### src/rtl/pat_pkg.sv
// Shared constants, types and helpers for the analogue trim register bank
package pat_pkg;

  // ****************************************************************
  // Register indices (byte address is four times the index)
  // ****************************************************************
  localparam logic [7:0] PAT_IDX_GAIN_AB = 8'ha0;
  localparam logic [7:0] PAT_IDX_GAIN_CD = 8'ha1;
  localparam logic [7:0] PAT_IDX_TUNE_AB = 8'ha2;
  localparam logic [7:0] PAT_IDX_TUNE_CD = 8'ha3;
  localparam logic [7:0] PAT_IDX_PLL     = 8'hc6;
  localparam logic [7:0] PAT_IDX_SWING   = 8'hd6;
  localparam logic [7:0] PAT_IDX_ECHO    = 8'he9;
  localparam logic [7:0] PAT_IDX_LOOP    = 8'hfe;

  // ****************************************************************
  // Reset values and writable-bit masks
  // ****************************************************************
  localparam logic [15:0] PAT_RST_GAIN  = 16'h0808;
  localparam logic [15:0] PAT_RST_TUNE  = 16'h1010;
  localparam logic [15:0] PAT_RST_PLL   = 16'h0000;
  localparam logic [15:0] PAT_RST_SWING = 16'h0000;
  localparam logic [15:0] PAT_RST_ECHO  = 16'h9f22;
  localparam logic [15:0] PAT_RST_LOOP  = 16'he720;
  localparam logic [15:0] PAT_WM_GAIN_AB = 16'hdf1f;
  localparam logic [15:0] PAT_WM_GAIN_CD = 16'h1f1f;
  localparam logic [15:0] PAT_WM_TUNE    = 16'h3f3f;
  localparam logic [15:0] PAT_WM_FULL    = 16'hffff;
  localparam logic [15:0] PAT_WM_LOOP    = 16'hffe1;

  // ****************************************************************
  // Field positions and widths
  // ****************************************************************
  localparam int PAT_CODE_W      = 5;
  localparam int PAT_HI_LSB      = 8;
  localparam int PAT_LO_LSB      = 0;
  localparam int PAT_COARSE_DIS  = 15;
  localparam int PAT_FINE_DIS    = 14;
  localparam int PAT_FORCE_HI    = 13;
  localparam int PAT_FORCE_LO    = 5;
  localparam int PAT_SWING_LSB   = 13;
  localparam int PAT_EQ_FB_LSB   = 13;
  localparam int PAT_EQ_MAX_LSB  = 8;
  localparam int PAT_EQ_INC_LSB  = 5;
  localparam int PAT_LOOP_BIT    = 0;
  localparam int PAT_COARSE_W    = 3;
  localparam logic [3:0] PAT_RST_GSEL = 4'h8;
  localparam logic [4:0] PAT_RST_LPF  = 5'h10;
  localparam logic [1:0] PAT_HTRANS_NONSEQ = 2'b10;

  // Bus port phases and swing choices
  typedef enum logic [1:0] {PAT_IDLE, PAT_WRITE, PAT_RD_WAIT,
                            PAT_RD_DONE} pat_bus_state_t;
  typedef enum logic [1:0] {PAT_SWING_1100, PAT_SWING_1280,
                            PAT_SWING_0920} pat_swing_t;

  // Gain change in percent: two per step, code 8 is nominal
  function automatic logic [5:0] pat_gain_pct(input logic [3:0] c);
    pat_gain_pct = 6'({1'b0, c, 1'b0}) - 6'h10;
  endfunction : pat_gain_pct

  // Swing decode; the forbidden code falls back to the default level
  function automatic pat_swing_t pat_swing(input logic [1:0] s);
    case (s)
      2'h1:    pat_swing = PAT_SWING_1280;
      2'h2:    pat_swing = PAT_SWING_0920;
      default: pat_swing = PAT_SWING_1100;
    endcase
  endfunction : pat_swing

endpackage : pat_pkg

### src/rtl/pat_trim_regs.sv
// Analogue trim and override register bank with AHB-Lite access
//
// The implementer's own choice: the AHB-Lite interface to the registers.
`timescale 1ns/1ps
// Function
// RULE1: Fine gain codes five bits, reset 8h
// RULE2: Gain code steps two percent, 8h nominal
// RULE3: Disable bit stops test-mode-4 coarse overwrite
// RULE4: Test mode 1 adds one unless disabled
// RULE5: Channel fields placed in two gain registers
// RULE6: Force bit applies stored filter tune
// RULE7: Filter tune five bits, reset 10h
// RULE8: Swing selector picks output level; 3h forbidden
// RULE9: Fallback limit three bits, reset 7h
// RULE10: Maximum step five bits, reset 7h
// RULE11: Increment three bits, reset 1h
// RULE12: Bit zero selects near-end loopback
// RULE13: Reserved sixteen-bit register, writable, reset zero
// RULE14: Reserved bits zero; writes act next edge
module pat_trim_regs
  import pat_pkg::*;
(
  input  wire logic        hclk,          // Clock, 200 MHz
  input  wire logic        hresetn,       // Async reset, low
  input  wire logic        hsel,          // Slave select
  input  wire logic [31:0] haddr,         // Byte address
  input  wire logic [1:0]  htrans,        // Transfer type
  input  wire logic        hwrite,        // Write when high
  input  wire logic [2:0]  hsize,         // Word only
  input  wire logic [31:0] hwdata,        // Write data
  input  wire logic        hready,        // Bus ready in
  output logic             hreadyout,     // Slave ready
  output logic      [31:0] hrdata,        // Read data
  output logic             hresp,         // Response
  input  wire logic        test_mode_tm1, // Chip in test mode 1
  input  wire logic        test_mode_tm4, // Chip in test mode 4
  input  wire logic [pat_pkg::PAT_COARSE_W-1:0]
                           coarse_gain_in,  // Normal coarse gain
  input  wire logic [pat_pkg::PAT_COARSE_W-1:0]
                           coarse_tm4_val,  // Test mode 4 coarse gain
  output logic [pat_pkg::PAT_COARSE_W-1:0]
                           coarse_gain_out, // Applied coarse gain
  input  wire logic [3:0][4:0] filt_auto,    // Calibrated tune A..D
  output logic      [3:0][3:0] gain_sel_out, // Fine gain A..D
  output logic      [3:0][5:0] gain_pct_out, // Percent change A..D
  output logic      [3:0][4:0] filt_tune_out,// Filter tune A..D
  output pat_pkg::pat_swing_t  swing_sel,    // Serial swing level
  output logic      [2:0]  eq_fallback_limit, // Equaliser fallbacks
  output logic      [4:0]  eq_max_step,       // Equaliser top index
  output logic      [2:0]  eq_increment,      // Equaliser step
  output logic             loopback_select,   // Near-end loopback
  output logic      [15:0] pll_reserved_out,  // Reserved trim word
  output logic      [15:0] echo_cfg_out       // Echo canceller cfg
);
  import pat_pkg::*;

  // ****************************************************************
  // Register storage and bus decode
  // ****************************************************************
  logic [15:0] gain_ab_reg;
  logic [15:0] gain_cd_reg;
  logic [15:0] tune_ab_reg;
  logic [15:0] tune_cd_reg;
  logic [15:0] pll_reg;
  logic [15:0] swing_reg;
  logic [15:0] echo_reg;
  logic [15:0] loop_reg;
  logic [15:0] rd_value;
  logic        wr_strobe;
  logic [7:0]  acc_idx;
  logic        acc_hit;
  logic [15:0] wdata;

  // Only the low half of the bus word carries register bits
  assign wdata = hwdata[15:0];

  // Address capture, read wait state and response
  pat_ahb_port u_port (
    .hclk      (hclk),
    .hresetn   (hresetn),
    .hsel      (hsel),
    .haddr     (haddr),
    .htrans    (htrans),
    .hwrite    (hwrite),
    .hready    (hready),
    .rd_value  (rd_value),
    .hreadyout (hreadyout),
    .hrdata    (hrdata),
    .hresp     (hresp),
    .wr_strobe (wr_strobe),
    .acc_idx   (acc_idx),
    .acc_hit   (acc_hit)
  );

  // Write strobe for one register index
  function automatic logic wr_hit(input logic s, input logic [7:0] i,
                                  input logic [7:0] r);
    wr_hit = s && (i == r);
  endfunction : wr_hit

  // ****************************************************************
  // Transmit gain registers
  // ****************************************************************
  // Read-only reserved bits are masked off on write, so they read zero
  always_ff @(posedge hclk or negedge hresetn) begin
    if (!hresetn) begin
      gain_ab_reg <= PAT_RST_GAIN; // RULE1
      gain_cd_reg <= PAT_RST_GAIN; // RULE5
    end else begin
      if (wr_hit(wr_strobe, acc_idx, PAT_IDX_GAIN_AB)) begin
        gain_ab_reg <= wdata & PAT_WM_GAIN_AB; // RULE14
      end
      if (wr_hit(wr_strobe, acc_idx, PAT_IDX_GAIN_CD)) begin
        gain_cd_reg <= wdata & PAT_WM_GAIN_CD; // RULE5
      end
    end
  end

  // ****************************************************************
  // Line driver filter tune registers
  // ****************************************************************
  always_ff @(posedge hclk or negedge hresetn) begin
    if (!hresetn) begin
      tune_ab_reg <= PAT_RST_TUNE; // RULE7
      tune_cd_reg <= PAT_RST_TUNE; // RULE7
    end else begin
      if (wr_hit(wr_strobe, acc_idx, PAT_IDX_TUNE_AB)) begin
        tune_ab_reg <= wdata & PAT_WM_TUNE;
      end
      if (wr_hit(wr_strobe, acc_idx, PAT_IDX_TUNE_CD)) begin
        tune_cd_reg <= wdata & PAT_WM_TUNE;
      end
    end
  end

  // ****************************************************************
  // Reserved, swing, echo and loop control registers
  // ****************************************************************
  // Swing stores whatever is written; decode shields the analogue side
  always_ff @(posedge hclk or negedge hresetn) begin
    if (!hresetn) begin
      pll_reg   <= PAT_RST_PLL; // RULE13
      swing_reg <= PAT_RST_SWING;
      echo_reg  <= PAT_RST_ECHO;
      loop_reg  <= PAT_RST_LOOP; // RULE9
    end else begin
      if (wr_hit(wr_strobe, acc_idx, PAT_IDX_PLL)) begin
        pll_reg <= wdata & PAT_WM_FULL; // RULE13
      end
      if (wr_hit(wr_strobe, acc_idx, PAT_IDX_SWING)) begin
        swing_reg <= wdata & PAT_WM_FULL; // RULE8
      end
      if (wr_hit(wr_strobe, acc_idx, PAT_IDX_ECHO)) begin
        echo_reg <= wdata & PAT_WM_FULL;
      end
      if (wr_hit(wr_strobe, acc_idx, PAT_IDX_LOOP)) begin
        loop_reg <= wdata & PAT_WM_LOOP; // RULE12
      end
    end
  end

  // ****************************************************************
  // Read-back multiplexer
  // ****************************************************************
  // Unmapped or misaligned addresses read zero with an OKAY response
  always_comb begin
    rd_value = 16'h0000;
    if (acc_hit) begin
      case (acc_idx)
        PAT_IDX_GAIN_AB: rd_value = gain_ab_reg;
        PAT_IDX_GAIN_CD: rd_value = gain_cd_reg;
        PAT_IDX_TUNE_AB: rd_value = tune_ab_reg;
        PAT_IDX_TUNE_CD: rd_value = tune_cd_reg;
        PAT_IDX_PLL:     rd_value = pll_reg;
        PAT_IDX_SWING:   rd_value = swing_reg;
        PAT_IDX_ECHO:    rd_value = echo_reg;
        PAT_IDX_LOOP:    rd_value = loop_reg;
        default:         rd_value = 16'h0000; // RULE14
      endcase
    end
  end

  // ****************************************************************
  // Per-channel gain and filter drive
  // ****************************************************************
  logic [3:0][4:0] lane_code;
  logic [3:0][4:0] lane_tune;
  logic [3:0]      lane_force;

  // Channel A/C in low half, B/D in high half
  assign lane_code[0] = gain_ab_reg[PAT_LO_LSB +: PAT_CODE_W];
  assign lane_code[1] = gain_ab_reg[PAT_HI_LSB +: PAT_CODE_W]; // RULE5
  assign lane_code[2] = gain_cd_reg[PAT_LO_LSB +: PAT_CODE_W]; // RULE5
  assign lane_code[3] = gain_cd_reg[PAT_HI_LSB +: PAT_CODE_W]; // RULE5
  assign lane_tune[0] = tune_ab_reg[PAT_LO_LSB +: PAT_CODE_W]; // RULE7
  assign lane_tune[1] = tune_ab_reg[PAT_HI_LSB +: PAT_CODE_W]; // RULE7
  assign lane_tune[2] = tune_cd_reg[PAT_LO_LSB +: PAT_CODE_W];
  assign lane_tune[3] = tune_cd_reg[PAT_HI_LSB +: PAT_CODE_W];
  assign lane_force[0] = tune_ab_reg[PAT_FORCE_LO]; // RULE6
  assign lane_force[1] = tune_ab_reg[PAT_FORCE_HI]; // RULE6
  assign lane_force[2] = tune_cd_reg[PAT_FORCE_LO];
  assign lane_force[3] = tune_cd_reg[PAT_FORCE_HI];

  // The test mode 1 disable lives in the AB register for all lanes
  for (genvar ch = 0; ch < 4; ch++) begin : g_lane
    pat_lane u_lane (
      .hclk       (hclk),
      .hresetn    (hresetn),
      .gain_code  (lane_code[ch]),
      .fine_dis   (gain_ab_reg[PAT_FINE_DIS]),
      .tm1        (test_mode_tm1),
      .filt_force (lane_force[ch]),
      .filt_value (lane_tune[ch]),
      .filt_auto  (filt_auto[ch]),
      .gain_sel   (gain_sel_out[ch]),
      .gain_pct   (gain_pct_out[ch]),
      .filt_tune  (filt_tune_out[ch])
    );
  end

  // ****************************************************************
  // Coarse gain and global outputs
  // ****************************************************************
  // Test mode 4 replaces the coarse gain unless software blocks it
  always_ff @(posedge hclk or negedge hresetn) begin
    if (!hresetn) begin
      coarse_gain_out <= '0;
    end else if (test_mode_tm4 && !gain_ab_reg[PAT_COARSE_DIS]) begin
      coarse_gain_out <= coarse_tm4_val; // RULE3
    end else begin
      coarse_gain_out <= coarse_gain_in; // RULE3
    end
  end

  // Configuration fields drive consumers straight from the flops
  assign swing_sel = pat_swing(swing_reg[PAT_SWING_LSB +: 2]); // RULE8
  assign eq_fallback_limit = loop_reg[PAT_EQ_FB_LSB +: 3]; // RULE9
  assign eq_max_step = loop_reg[PAT_EQ_MAX_LSB +: 5]; // RULE10
  assign eq_increment = loop_reg[PAT_EQ_INC_LSB +: 3]; // RULE11
  assign loopback_select = loop_reg[PAT_LOOP_BIT]; // RULE12
  assign pll_reserved_out = pll_reg;
  assign echo_cfg_out = echo_reg;

  logic rd_accept;
  logic wr_accept;
  assign rd_accept = hsel && hready && htrans == PAT_HTRANS_NONSEQ
                     && !hwrite;
  assign wr_accept = hsel && hready && htrans == PAT_HTRANS_NONSEQ
                     && hwrite;
endmodule : pat_trim_regs

### src/rtl/pat_lane.sv
// One transmit channel: fine gain override and filter tune selection
`timescale 1ns/1ps
module pat_lane
  import pat_pkg::*;
(
  input  wire logic       hclk,        // Register clock
  input  wire logic       hresetn,     // Async reset, low
  input  wire logic [4:0] gain_code,   // Stored fine gain code
  input  wire logic       fine_dis,    // Fine override disable
  input  wire logic       tm1,         // Chip in test mode 1
  input  wire logic       filt_force,  // Tune force bit
  input  wire logic [4:0] filt_value,  // Stored tune value
  input  wire logic [4:0] filt_auto,   // Tune from calibration
  output logic      [3:0] gain_sel,    // Applied fine gain
  output logic      [5:0] gain_pct,    // Signed percent change
  output logic      [4:0] filt_tune    // Applied filter tune
);
  logic [3:0] code_next;

  // Top bit of the code is ignored; test mode 1 adds one, saturating
  always_comb begin
    code_next = gain_code[3:0];
    if (tm1 && !fine_dis && gain_code[3:0] != 4'hf) begin
      code_next = gain_code[3:0] + 4'h1; // RULE4
    end
  end

  // Gain outputs follow from the next edge
  always_ff @(posedge hclk or negedge hresetn) begin
    if (!hresetn) begin
      gain_sel <= PAT_RST_GSEL;
      gain_pct <= 6'h00;
    end else begin
      gain_sel <= code_next; // RULE1
      gain_pct <= pat_gain_pct(code_next); // RULE2
    end
  end

  // Force bit picks the stored value over calibration
  always_ff @(posedge hclk or negedge hresetn) begin
    if (!hresetn) begin
      filt_tune <= PAT_RST_LPF;
    end else begin
      filt_tune <= filt_force ? filt_value : filt_auto; // RULE6
    end
  end
endmodule : pat_lane

### src/rtl/pat_ahb_port.sv
// AHB-Lite slave front end: address capture, wait state, read data
`timescale 1ns/1ps
module pat_ahb_port
  import pat_pkg::*;
(
  input  wire logic        hclk,       // Bus clock
  input  wire logic        hresetn,    // Async reset, low
  input  wire logic        hsel,       // Slave select
  input  wire logic [31:0] haddr,      // Byte address
  input  wire logic [1:0]  htrans,     // Transfer type
  input  wire logic        hwrite,     // Write when high
  input  wire logic        hready,     // Bus ready in
  input  wire logic [15:0] rd_value,   // Decoded read word
  output logic             hreadyout,  // Slave ready out
  output logic      [31:0] hrdata,     // Read data
  output logic             hresp,      // Always OKAY
  output logic             wr_strobe,  // Write data phase
  output logic      [7:0]  acc_idx,    // Register index
  output logic             acc_hit     // Address is aligned, in range
);
  pat_bus_state_t state_reg;
  pat_bus_state_t state_next;
  logic           accept;

  assign accept = hsel && hready && htrans[1];
  assign hresp = 1'b0;
  assign hreadyout = (state_reg != PAT_RD_WAIT);
  assign wr_strobe = (state_reg == PAT_WRITE) && acc_hit;

  // Reads take one wait state so that hrdata comes from a flop
  always_comb begin
    state_next = PAT_IDLE;
    case (state_reg)
      PAT_RD_WAIT: state_next = PAT_RD_DONE;
      default: begin
        if (accept) begin
          state_next = hwrite ? PAT_WRITE : PAT_RD_WAIT;
        end
      end
    endcase
  end

  always_ff @(posedge hclk or negedge hresetn) begin
    if (!hresetn) begin
      state_reg <= PAT_IDLE;
    end else begin
      state_reg <= state_next;
    end
  end

  // Address phase capture
  always_ff @(posedge hclk or negedge hresetn) begin
    if (!hresetn) begin
      acc_idx <= 8'h00;
      acc_hit <= 1'b0;
    end else if (accept) begin
      acc_idx <= haddr[9:2];
      acc_hit <= (haddr[31:10] == 22'h0) && (haddr[1:0] == 2'h0);
    end
  end

  // Read word registered during the wait state
  always_ff @(posedge hclk or negedge hresetn) begin
    if (!hresetn) begin
      hrdata <= 32'h0000_0000;
    end else if (state_reg == PAT_RD_WAIT) begin
      hrdata <= {16'h0000, rd_value};
    end
  end
endmodule : pat_ahb_port

### config.mk
export PLATFORM = sky130hd
export DESIGN_NAME = pat_trim_regs
export DESIGN_NICKNAME = d
export VERILOG_FILES = /design/src/rtl/pat_pkg.sv /design/src/rtl/pat_trim_regs.sv /design/src/rtl/pat_lane.sv /design/src/rtl/pat_ahb_port.sv
export SDC_FILE = /design/constraint.sdc
export NUM_CORES = 1
export LEC_CHECK = 0
export ABC_AREA = 1
export BUFFER_PORTS_ARGS = -buffer_cell sky130_fd_sc_hd__clkbuf_2
export CORE_MARGIN = 2
export CORE_UTILIZATION = 39
export CTS_CLUSTER_DIAMETER = 150
export DETAILED_ROUTE_END_ITERATION = 8
export GPL_TIMING_DRIVEN = 0
export PLACE_DENSITY = 0.59
export SLEW_MARGIN = 15
export SYNTH_ARGS = -nofsm -noshare
export SYNTH_HDL_FRONTEND = slang
export SYNTH_SLANG_ARGS = --single-unit
### constraint.sdc
create_clock -name hclk -period 1.9 [get_ports hclk]
set_input_delay 0.19 -clock hclk [delete_from_list [all_inputs] [get_ports hclk]]
set_output_delay 0.19 -clock hclk [all_outputs]
set_load 0.05 [all_outputs]
==> flow_summary_export.csv <==
group,metric,value,unit
drt,drc,0,
setup_path,crit_top_cell,"nand2_1",
logic_synthesis,syn_area_per_cell,8.60,um2
power_and_ir_drop,power_density,815,nW/um2
cells_and_area,antenna-diode-count,0,
logic_synthesis,syn_area,8120,um2
place,dp_slack,-42.7,ps
clock_network,cts_root_buffer,"clkbuf_16",
timing,period_needed,1780,ps
timing,hold_violations,0,
global_routing,use_met3,3.99,%
timing,relSlewSlack,63.3,%
setup_path,crit_buf_inv,4,
cells_and_area,num-fill-cells,1971,
cells_and_area,regArea,4440,um2
drt,vias_per_cell,4.93,
drt,num_vias,7455,
timing,finalSetupViolCount,0,
global_routing,grt_usage,23.4,%
power_and_ir_drop,ir_drop,0.000649,V
die,core,20400,um2
cells_and_area,largest_reg_flops,20,
global_routing,overflow,0,
die,chipHeight,148,um
logic_synthesis,yosysWarnings,0,
global_routing,busiest_layer,"met2",
setup_path,worstPathArrival,2160,ps
place,gp_congestion,0.906,
setup_path,worstPathMaxFanout,10,
clock_network,cts_buffer_depth,2,
setup_path,critical_path_class,"register to register",
drt,first_iter_violations,677,
die,die-area,22000,um2
place,port_buffers,203,
status,status,"complete, no violations",
logic_synthesis,synth_area_leader_cell,"dfrtp_1",
logic_synthesis,netlist_top_cells_count,"nand2_1 (261), dfrtp_1 (145), o21ai_0 (120), nand3_1 (115), inv_1 (58)",
clock_network,ctsHtreeMaxLevel,4,
logic_synthesis,syn_inst,945,
cells_and_area,nets,1334,
place,dp_hpwl,18700,um
setup_path,cp_cell_sequence,"inv_2 > nand2_2 > nor2_4 > buf_4 > buf_4 > nand3_1 > o21ai_0 > inv_1 > nand2_1 > nand2_1 > nand2_1",
clock_network,cts_tree,"yes",
setup_path,critical_path_required,2280,ps
global_routing,grt_max_degree,68,
global_routing,use_met2,37.6,%
logic_synthesis,synth_flop_cell,"dfrtp_1",
die,die_w,148,um
global_routing,antenna_found_initial,0,
global_routing,first_global_vias,6916,
timing,layout_setup_ws,116,ps
drt,drt_pass1_iterations,6,
clock_network,clk_pin_slew,70,ps
die,rows,52,
timing,holdWs,8.64,ps
logic_synthesis,synth_area_leaders,"dfrtp_1 (45%), nand2_1 (12%), dfstp_2 (10%), o21ai_0 (7.4%), nand3_1 (7.1%)",
logic_synthesis,synth_top_area_share,44.7,%
timing,post-route-period-util,93.9,%
min_path,worstHoldPathType,"input port to register",
logic_synthesis,ys_ff_latch,176,
cells_and_area,multi_input_comb_area,3050,um2
die,start_util,39.9,%
power_and_ir_drop,leakagePower,0.00564,uW
global_routing,grt_pass1_wl,39000,um
clock_network,clock-sinks,176,
setup_path,path_delay_family,"simple AND/OR/NAND/NOR gates",
timing,fmax,0.561,GHz
timing,rsz0062_at_grt,"true",
timing,worstMarginPinSlew,551,ps
die,io_pins,245,
timing,fin_setup_tns,0,ps
setup_path,worst_path_largest_cell_delay,400,ps
logic_synthesis,yosysMostFrequentCell,"nand2_1",
logic_synthesis,async_reset_ff_share,100,%
drt,wire_per_inst,16.5,um
drt,drt_wl_total,24900,um
drt,detail-route-antenna-nets,0,
setup_path,crit_path_top_delay_cell,"dfrtp_1",
cells_and_area,area_delta_synth_final,31.5,%
logic_synthesis,synthDistinctLibCells,29,
timing,finClkSkew,9.33,ps
setup_path,start_kind,"register",
setup_path,cp-end-kind,"register",
logic_synthesis,synth-edff-count,0,
cells_and_area,drive_above_1_share,29.9,%
clock_network,clock_latency,440,ps
global_routing,globalRouteMet1Util,32.6,%
clock_network,numCtsBuffers,17,
timing,drv_slew,0,
logic_synthesis,ys_seq_area_share,54.7,%
job,drv_cap,0,
cells_and_area,regMostFlops,"g_lane.u_lane.filt_tune",
-- final timing paths --
| kind | startpoint | endpoint | slack (ps) | cells after the start |
|---|---|---|---|---|
| setup / recovery | u_port.acc_idx[0] | u_port.hrdata[5] | 120 | 11 |
| hold / removal | filt_auto[11] | g_lane[2].u_lane.filt_tune[1] | 9 | 3 |
| setup reg to reg | u_port.acc_idx[0] | u_port.hrdata[5] | 120 | 11 |
| hold reg to reg | u_port.hrdata[2] | u_port.hrdata[2] | 480 | 2 |
| max in group asynchronous | hresetn | g_lane[0].u_lane.filt_tune[4] | 900 | 3 |
| min in group asynchronous | hresetn | g_lane[2].u_lane.filt_tune[1] | 280 | 2 |
-- layout by cell type, fill, tap and decap left out, drive strengths merged, types with 21 or more instances in the layout --
cell type	count
buf	66
inv	68
nor2	67
conb	21
clkbuf	240
o21ai	126
dfstp	31
dlygate4sd3	36
nand3	119
dfrtp	145
nand2	265
-- logic make-up after synthesis --
group,synth area share (%)
buf+inv,8.90
mux,1.52
flops,54.7
compound gates,8.90
fa+ha+maj,0.616
simple gates,24.6
other cells,0.0462
xor+xnor,0.755
-- worst reg2reg max path: stages, from the launching register on --
cell	delay, ps
dfrtp_1	400
inv_2	90
nand2_2	100
nor2_4	120
buf_4	200
buf_4	220
nand3_1	140
o21ai_0	160
inv_1	80
nand2_1	80
nand2_1	70
nand2_1	60
-- routing by layer --
layer,part of all wire [%],up-vias
met5,0,-
met4,2.1,0
met3,8.6,36
met2,48,310
met1,42,3538
li1,-,3571
-- timing repair --
item,4_1_cts,5_1_grt
endpoints found under the setup margin,2,35
setup buffers,0,4
hold buffers,36,0
gates resized for setup,3,10
pin swaps,0,3
hold endpoints to repair,76,0
-- cell type report --
class,count,share of cell area [%]
Sequential cell,176,41.6
Multi-Input combinational cell,644,28.5
Timing Repair Buffer,245,13.8
Buffer,79,4.51
Clock buffer,18,4.11
Tap cell,270,3.16
Inverter,65,2.41
Clock inverter,14,1.89
-- per-stage QoR --
stage / power, uW / utilization [%] / instances / cell area, um2
floorplan: 4480 / - / 965 / 8200
global placement: 4830 / 46.9 / 1438 / 9550
detailed placement: 4850 / 47.2 / 1440 / 9620
CTS: 8710 / 52.2 / 1507 / 10600
global route: 9030 / 52.4 / 1511 / 10700
finish: 8700 / 52.4 / 1511 / 10700
-- power breakdown --
| part | internal [uW] | leakage, uW | switching (uW) |
|---|---|---|---|
| sequential | 3810 | 0.00178 | 37.7 |
| clock | 2260 | 0.000308 | 1570 |
| combinational | 317 | 0.00356 | 717 |
| total | 6380 | 0.00564 | 2320 |
Note: power is estimated with default switching activity, not from simulation.
